**config.mk**
```make
export PLATFORM = sky130hd
export DESIGN_NAME = vsr_supervisor
export DESIGN_NICKNAME = d
export VERILOG_FILES = /design/src/rtl/vsr_pkg.sv /design/src/rtl/vsr_supervisor.sv
export VERILOG_INCLUDE_DIRS = /design/src /design/src/rtl
export SDC_FILE = /design/constraint.sdc
export NUM_CORES = 1
export LEC_CHECK = 0
export BUFFER_PORTS_ARGS = -buffer_cell sky130_fd_sc_hd__buf_2
export CORE_ASPECT_RATIO = 0.7
export CORE_UTILIZATION = 45
export DETAILED_ROUTE_END_ITERATION = 10
export GPL_ROUTABILITY_DRIVEN = 0
export PLACE_DENSITY = 0.71
export SLEW_MARGIN = 15
export SYNTH_ARGS = -nofsm -noshare
export SYNTH_HDL_FRONTEND = slang
export SYNTH_SLANG_ARGS = --single-unit
```
**constraint.sdc**
```tcl
create_clock -name sys_clk_i -period 2 [get_ports sys_clk_i]
set_input_delay 0.3 -clock sys_clk_i [delete_from_list [all_inputs] [get_ports sys_clk_i]]
set_output_delay 0.3 -clock sys_clk_i [all_outputs]
set_load 0.01 [all_outputs]
```
**src/rtl/vsr_consts.svh**
```systemverilog
// Timing constants and counter width for the supervisor reset logic.
`ifndef VSR_CONSTS_SVH
`define VSR_CONSTS_SVH
`define VSR_CLK_MHZ 200
`define VSR_TMO_SHORT_MS 15
`define VSR_TMO_LONG_MS 200
`define VSR_TMO_SHORT_CYC (`VSR_TMO_SHORT_MS * 1000 * `VSR_CLK_MHZ)
`define VSR_TMO_LONG_CYC (`VSR_TMO_LONG_MS * 1000 * `VSR_CLK_MHZ)
`define VSR_CNT_W 32
`endif

```
**src/rtl/vsr_pkg.sv**
```systemverilog
// Types shared by the supervisor reset logic.
package vsr_pkg;
  typedef enum logic [1:0] {
    VSR_HOLD,
    VSR_TIMING,
    VSR_RELEASED
  } vsr_state_t;
endpackage

```
**src/rtl/vsr_supervisor.sv**
```systemverilog
// Digital core of a two-input voltage supervisor with reset timer.
`timescale 1ns/100ps
`include "vsr_consts.svh"
module vsr_supervisor
  import vsr_pkg::*;
#(
  parameter bit HAS_TIMEOUT_SELECT = 1'b1,
  parameter bit SPARE_INVERTING = 1'b0,
  parameter bit ACTIVE_PULLUP = 1'b0,
  parameter int unsigned TMO_SHORT_CYC = `VSR_TMO_SHORT_CYC,
  parameter int unsigned TMO_LONG_CYC = `VSR_TMO_LONG_CYC
) (
  input wire logic sys_clk_i,
  input wire logic rst_b_i,
  input wire logic clk_en_i,
  input wire logic reset_threshold_input_i,
  input wire logic spare_above_thr_i,
  input wire logic spare_above_thr_hys_i,
  input wire logic supply_ok_i,
  input wire logic manual_reset_n_i,
  input wire logic timeout_select_i,
  input wire logic output_logic_supply_i,
  output logic rst_out_n_o,
  output logic rst_out_n_oe_o,
  output logic status_o,
  output logic status_oe_o
);

  // Refuse settings the logic cannot serve. A zero count would wrap the
  // compare and release only once the count reaches all ones. The pull-up variants give the select pin
  // over to the logic supply, so the two options cannot exist together.
  generate
    if (TMO_SHORT_CYC < 1 || TMO_LONG_CYC < 1) begin : g_bad_count
      $error("Timeout counts must be at least one cycle.");
    end
    if (HAS_TIMEOUT_SELECT && ACTIVE_PULLUP) begin : g_bad_variant
      $error("A pull-up variant has no timeout select input.");
    end
  endgenerate

  vsr_state_t state_q, state_d;
  logic [`VSR_CNT_W-1:0] cnt_q, cnt_d;
  logic rst_level_q, stat_q, stat_d;
  wire logic [`VSR_CNT_W-1:0] tmo_cyc;
  wire logic reset_cond;
  wire logic tmo_done;

  // Both pins share one output stage. A low is always driven, and a high
  // only by a powered pull-up stage. Otherwise the pin is let go and the
  // board's resistor lifts it.
  function automatic logic pin_drive_en(input logic lvl, input logic up);
    pin_drive_en = !lvl || up;
  endfunction

  // The input signal is high when the monitored level is above threshold
  // plus hysteresis; the analog comparator supplies that hysteresis.
  assign reset_cond = !supply_ok_i || !reset_threshold_input_i
    || !manual_reset_n_i;
  assign tmo_cyc = (HAS_TIMEOUT_SELECT && !timeout_select_i)
    ? `VSR_CNT_W'(TMO_SHORT_CYC) : `VSR_CNT_W'(TMO_LONG_CYC);
  assign tmo_done = (cnt_q >= tmo_cyc - `VSR_CNT_W'(1));

  always_comb begin
    state_d = state_q;
    cnt_d = cnt_q;
    case (state_q)
      VSR_HOLD: begin
        cnt_d = '0;
        if (!reset_cond) state_d = VSR_TIMING;
      end
      VSR_TIMING: begin
        cnt_d = cnt_q + `VSR_CNT_W'(1);
        if (reset_cond) begin
          state_d = VSR_HOLD;
          cnt_d = '0;
        end else if (tmo_done) begin
          state_d = VSR_RELEASED;
        end
      end
      default: begin
        if (reset_cond) state_d = VSR_HOLD;
      end
    endcase
  end

  // Spare comparator: the two inputs give threshold and threshold with
  // hysteresis, so the output latches until the far edge is crossed.
  always_comb begin
    stat_d = stat_q;
    if (!SPARE_INVERTING) begin
      if (!spare_above_thr_i) stat_d = 1'b0;
      else if (spare_above_thr_hys_i) stat_d = 1'b1;
    end else begin
      if (spare_above_thr_i) stat_d = 1'b0;
      else if (!spare_above_thr_hys_i) stat_d = 1'b1;
    end
    if (!supply_ok_i) stat_d = 1'b0;
  end

  always_ff @(posedge sys_clk_i) begin
    if (!rst_b_i) begin
      state_q <= VSR_HOLD;
      cnt_q <= '0;
      stat_q <= 1'b0;
      rst_level_q <= 1'b0;
    end else if (clk_en_i) begin
      state_q <= state_d;
      cnt_q <= cnt_d;
      stat_q <= stat_d;
      rst_level_q <= (state_d == VSR_RELEASED);
    end
  end

  // Open drain when not a pull-up variant or its logic supply is grounded;
  // a low level is always driven, which keeps outputs low in lockout.
  wire logic drive_high = ACTIVE_PULLUP && output_logic_supply_i;
  wire logic [1:0] pin_lvl;
  wire logic [1:0] pin_oe;
  assign pin_lvl = {stat_q, rst_level_q};
  genvar gi;
  generate
    for (gi = 0; gi < 2; gi++) begin : g_pin
      assign pin_oe[gi] = pin_drive_en(pin_lvl[gi], drive_high);
    end
  endgenerate
  assign rst_out_n_o = pin_lvl[0];
  assign rst_out_n_oe_o = pin_oe[0];
  assign status_o = pin_lvl[1];
  assign status_oe_o = pin_oe[1];
endmodule

```
-- Yosys cells after proc, flatten, opt, wreduce, memory -nomap -nowiden
Cells that the tools add are included.
- add/subtract/negate cells: 2
- muxes and demuxes: 11
- reductions and logical operators: 11
- order comparisons: 1
- eq/ne operators: 3
- operators by type and width (operator ; number):
    one-hot mux 32 bit (2 select lines) ; 1
    adder 32 x 1 -> 32 bit (second input constant) ; 1
    greater-or-equal comparator 32 bit ; 1
    two-way mux 32 bit ; 1
    subtractor 26 x 1 -> 27 bit (second input constant) ; 1
    two-way mux 26 bit ; 1
    two-way mux 2 bit ; 4
    logical NOT 1 bit ; 5
    one-hot mux 2 bit (2 select lines) ; 1
    AND reduction 2 bit ; 2
    two-way mux 1 bit ; 3
    inequality test 3 bit (second input constant) ; 1
    equality test 2 x 1 -> 1 bit (second input constant) ; 1
    equality test 2 bit (second input constant) ; 1
    logical NOT 2 bit ; 1
    logical OR 1 bit ; 2
    nonzero test 2 bit ; 1
- bits of input ports: 10
- output and inout port bits: 4
- word-level logic and storage cells: 32
- bits in registers: 36

-- Depth between registers and ports, before layout
Gate-level depths: netlist of run 1.
- depth after elaboration: 7
- depth in mapped cells: 8
- gate-level depth less buffers: 8

-- Least setup slack after synthesis of run 1
No wires, ideal clock.
- path kind: register to register
- from: register cnt_q[0]
- to: register cnt_q[16]
- path buffers: 1
- period minus slack after synthesis: 1.838 ns
- setup slack: 0.162 ns
- stages on the path, launching flop included: 8
- data arrival time: 1.771 ns
- cells stage by stage: dfxtp_1 ha_1 and3_1 buf_2 and2_2 nand3_4 or4b_4 a21oi_2
- cells in the longest elaborated chain, start to end: 3
- RTL lines (element ; line ; text):
    start, declared ; vsr_supervisor.sv:42 ; logic [`VSR_CNT_W-1:0] cnt_q, cnt_d;
    start signal, assigned ; vsr_supervisor.sv:108 ; cnt_q <= cnt_d;
    adder 32 x 1 -> 32 bit ; vsr_supervisor.sv:72 ; cnt_d = cnt_q + `VSR_CNT_W'(1);
    two-way mux 32 bit ; vsr_supervisor.sv:73 ; if (reset_cond) begin
    one-hot mux 32 bit (2 select lines) ; vsr_supervisor.sv:66 ; case (state_q)
Every way passes these cells.
A chain may end at the register's enable or synchronous reset.

-- Worst setup path in the final report of run 1
- from: register cnt_q[5]
- to: register cnt_q[27]
The elaborated chain is that of the path after synthesis.

==> results of run 1 <==
==> path summary, 6_finish.rpt <==
check	from	end	slack (ps)	cells past startpoint
worst min register to register	cnt_q[27]$_SDFFE_PN0P_	cnt_q[27]$_SDFFE_PN0P_	500	1
worst max-delay path	cnt_q[5]$_SDFFE_PN0P_	cnt_q[27]$_SDFFE_PN0P_	140	6
worst min-delay path	spare_above_thr_hys_i	status_o$_SDFFE_PN0P_	260	3
worst max register to register	cnt_q[5]$_SDFFE_PN0P_	cnt_q[27]$_SDFFE_PN0P_	140	6
==> routing by layer <==
layer / up-vias / part of all wire
li1: 1010 / -
met1: 881 / 0.55
met2: 50 / 0.37
met3: 6 / 0.066
met4: 0 / 0.014
met5: - / 0
==> final cells by class <==
type | count | area [um2]
multi-input combinational | 205 | 1370
tap | 55 | 68.8
fill | 415 | 1980
clock buffer | 8 | 90.1
inverter | 8 | 30.0
sequential | 36 | 722
timing repair buffer | 33 | 218
==> critical path: stages, from the launching register on <==
cell	delay, ps
dfxtp_1	440
and4_4	300
nand3_2	150
nor4_4	460
and2_4	220
a31oi_1	80
a31oi_1	140
==> synthesized netlist by cell type (3+ instances only) <==
library cell	count	area, um2
a21oi_1	14	70.1
a31oi_1	8	50.1
a41oi_1	3	26.3
and3_1	6	37.5
and4_2	3	30.0
buf_2	3	15.0
dfxtp_1	36	721
ha_1	14	175
inv_1	8	30.0
nand2_1	22	82.6
nand3_1	16	80.1
nand4_1	9	56.3
nor2_1	31	116
nor3_1	4	20.0
o21ai_0	19	95.1
or3_1	4	25.0
xnor2_1	6	52.6
xor2_1	8	70.1
==> flip-flops by register name, indices dropped and copies added (netlist names) <==
| signal | count |
|---|---|
| rst_out_n_o | 1 |
| cnt_q | 32 |
| state_q | 2 |
| status_o | 1 |
==> cells by family after synthesis <==
logic type,Yosys count,synth area share
and+or+nand+nor,119,0.327
DFF,36,0.334
AOI/OAI and AO/OA,57,0.164
muxes,1,0.00522
buffers and inverters,15,0.0313
adders and majority gates,14,0.0812
xor gates and xnor gates,14,0.0568
==> where the power goes <==
part,internal (mW),leakage (nW),total [mW],switching [mW]
Clock,0.281,0.0455,0.547,0.266
Combinational,0.0262,0.631,0.0710,0.0448
Sequential,0.719,0.291,0.721,0.00247
==> what timing repair did <==
action,CTS,global route
resized for setup,0,1
setup endpoints to repair,0,2
endpoints found under the hold margin,0,0
==> qor.yml, run 1 <==
setup_path:
  required_ps: 2230
  cp-end-kind: "flip-flop"
  arrival_ps: 2090
  criticalPathCategory: "flip-flop to flip-flop"
  crit_fanout: 6
  worstSetupStartpointType: "flip-flop"
sta:
  setup_slack_ps: 135
  finalCritPeriodShare: 0.932
  tns_ps: 0
  whs_ps: 264
  skew_ps: 4.01
  max_freq_ghz: 0.536
  min_period_ps: 1860
  rsz0062_at_grt: "no"
  tightest_slew_ps: 396
  slew_violations: 0
  setup_violations: 0
  slew_headroom: 0.734
  finalHoldViolCount: 0
floorplanning:
  die_area_mm2: 0.00508
  die_h_um: 59.9
  io_pins: 14
  initial_utilization: 0.482
  rows: 20
  coreArea_mm2: 0.00448
  die_x_um: 84.8
drt:
  viasPerCell: 5.64
  drt-initial-drc-count: 93
  vias: 1947
  drtAntennaViolNets: 0
  wirelength_um: 4920
  drc: 0
  routedWlPerCell_um: 14.3
  drt_first_pass_iters: 4
clock_network:
  cts.clk_slew.worst_paths_ps: 70
  clock_path_buffers: 2
  cts_tree: "done"
  htree_levels: 2
  cts_setup_buffers: 0
  hold_buffers: 0
  cts-buffers-inserted: 5
  cts-root-buf: "clkbuf_8"
  clk_latency_ps: 290
  cts.sinks: 36
pwr:
  power_density_mw_per_mm2: 536
  ir_drop_mv: 0.277
  p_leak_nw: 0.967
  power_mw: 1.34
global_routing:
  track_usage: 0.220
  top_usage_layer: "met1"
  grt_pass1_vias: 1727
  antenna_found_initial: 0
  grt_max_degree: 14
  grt-ovfl-total: 0
  use_met2: 0.294
  grt_pass1_wl_um: 8510
  use_met1: 0.335
  grt_util_met3: 0.0552
place:
  dp_hpwl_um: 3770
  postPlaceCellArea_mm2: 0.00241
  port_buffers: 12
  pre_cts_slack_ps: -101
  dp_cells: 337
finish:
  drive_above_1_share: 0.207
  final_cell_mix: "dfxtp_1 (35), nor2_1 (31), nand2_1 (22)"
  layout.cells.non_filler: 345
  final_common_cell: "dfxtp_1"
  final_nets: 313
  utilization: 0.558
  n_antenna_cell: 0
  fin_area_mm2: 0.00250
  flow.area_growth_from_synthesis_pct: 15.8
logic_synthesis:
  async_reset_ff_frac: 0
  syn_inst: 256
  synth_edf_count: 0
  synthesis.nets: 280
  synth_area_mm2: 0.00216
  synth.distinct_cells: 50
  seq_area_frac_synth: 0.334
  ys_seq_elements: 36
  yosys_warnings: 0
  synth_flop_cell: "dfxtp_1"
  avgSynthCellArea_um2: 8.43
run_status:
  status: "finished, final reports clean"
worst_hold_path:
  holdCritPathClass: "input port to flip-flop"
run:
  drv_cap: 0
(Power assumes the default switching activity.)
==> inputs of run 2 (changes only) <==
clock period = 1.84 ns   (was 2 ns; I/O delays follow)
==> qor.yml, run 2 (synthesis gave the netlist of run 1 again) <==
run_status:
  status: "finished, final reports clean"
floorplanning:
  initial_utilization: 0.482
  die_x_um: 84.8
  rows: 20
  die_h_um: 59.9
  coreArea_mm2: 0.00448
  io_pins: 14
  die_area_mm2: 0.00508
drt:
  drt-initial-drc-count: 168
  drt_first_pass_iters: 4
  viasPerCell: 5.72
  drc: 0
  wl_met2_um: 2170
  routed-wl-met3_um: 309
  routedWlPerCell_um: 14.7
  wl_met1_um: 2760
  wirelength_um: 5310
  highest_layer: "met4"
  vias: 2069
  drtAntennaViolNets: 0
sta:
  slew_violations: 0
  setup_violations: 0
  skew_ps: 8.09
  whs_ps: 225
  slew_headroom: 0.778
  finalHoldViolCount: 0
  rsz0062_at_grt: "yes"
  finalCritPeriodShare: 0.966
  max_freq_ghz: 0.563
  tightest_slew_ps: 330
  min_period_ps: 1780
  setup_slack_ps: 62.4
finish:
  reg_top3: "cnt_q (32), state_q (2)"
  drive_above_1_share: 0.290
  final_cell_mix: "buf_4 (39), nor2_1 (31), dfxtp_1 (31)"
  n_antenna_cell: 0
  final_common_cell: "buf_4"
  flow.area_growth_from_synthesis_pct: 25.1
  largest_reg_flops: 32
  final_nets: 331
  top_register: "cnt_q"
  fillers: 398
  utilization: 0.603
global_routing:
  grt-ovfl-total: 0
  grt_max_degree: 13
  antenna_found_initial: 0
  grt_pass1_vias: 1973
  track_usage: 0.237
  grt_pass1_wl_um: 9200
pwr:
  p_leak_nw: 1.09
  ir_drop_mv: 0.379
  power_density_mw_per_mm2: 553
setup_path:
  crit_fanout: 3
  worstSetupStartpointType: "flip-flop"
  arrival_ps: 1970
  required_ps: 2040
  cp-end-kind: "flip-flop"
  criticalPathCategory: "flip-flop to flip-flop"
clock_network:
  cts-root-buf: "clkbuf_8"
  htree_levels: 2
  cts-buffers-inserted: 5
  cts.clk_slew.worst_paths_ps: 70
  hold_buffers: 0
  cts_tree: "done"
  clock_path_buffers: 2
  clk_latency_ps: 300
  cts.sinks: 36
place:
  dp_hpwl_um: 3970
  port_buffers: 12
  pre_cts_slack_ps: -206
run:
  drv_cap: 0
worst_hold_path:
  holdCritPathClass: "input port to flip-flop"
-- run 2: cell type report --
class	instances	area [um2]	area share
multi-input combinational	205	1420	0.528
timing repair buffer	51	353	0.131
inverter	8	30.0	0.0111
clock buffer	7	96.3	0.0357
tap	55	68.8	0.0255
sequential	36	727	0.269
-- run 2: metrics by stage --
step           power (mW)  setup TNS (ps)  cells  area (um2)
4_1_cts              1.51               0    361        2650
5_1_grt              1.55           -57.9    362        2700
3_5_place_dp        0.885            -601    352        2520
3_3_place_gp        0.882            -551    352        2520
2_1_floorplan       0.841               0    256        2160
6_report             1.49               0    362        2700
-- run 2: where the power goes --
part           switching (mW)  internal, mW
logic                  0.0508        0.0348
clock network           0.291         0.334
registers             0.00173         0.781
total                   0.343          1.15
-- run 2: worst max-delay path: stages, from the launching register on --
cell and delay [ps]:
dfxtp_1 340, ha_1 170, and3_1 230, a41oi_1 140, o211a_1 240, o41a_1 360
a31o_1 190
-- run 2: what timing repair did --
item                                    4_1_cts  5_1_grt
endpoints found under the setup margin        1       13
gates resized for setup                       3       13
pin swaps                                     3        2
buffers inserted                              2        1
cloned                                        0        0
-- run 2: path summary, 6_finish.rpt --
path,start,to,slack [ps],cells after the start
worst max-delay path,cnt_q[0]$_SDFFE_PN0P_,state_q[0]$_SDFFE_PN0P_,60,6
worst min register to register,cnt_q[31]$_SDFFE_PN0P_,cnt_q[31]$_SDFFE_PN0P_,500,1
worst min-delay path,spare_above_thr_hys_i,status_o$_SDFFE_PN0P_,220,3
worst max register to register,cnt_q[0]$_SDFFE_PN0P_,state_q[0]$_SDFFE_PN0P_,60,6
-- run 2: metal layers --
layer	vias up	GRT usage
met5	-	0
met4	0	0.0799
met3	8	0.0511
met2	42	0.358
met1	972	0.338
li1	1047	-
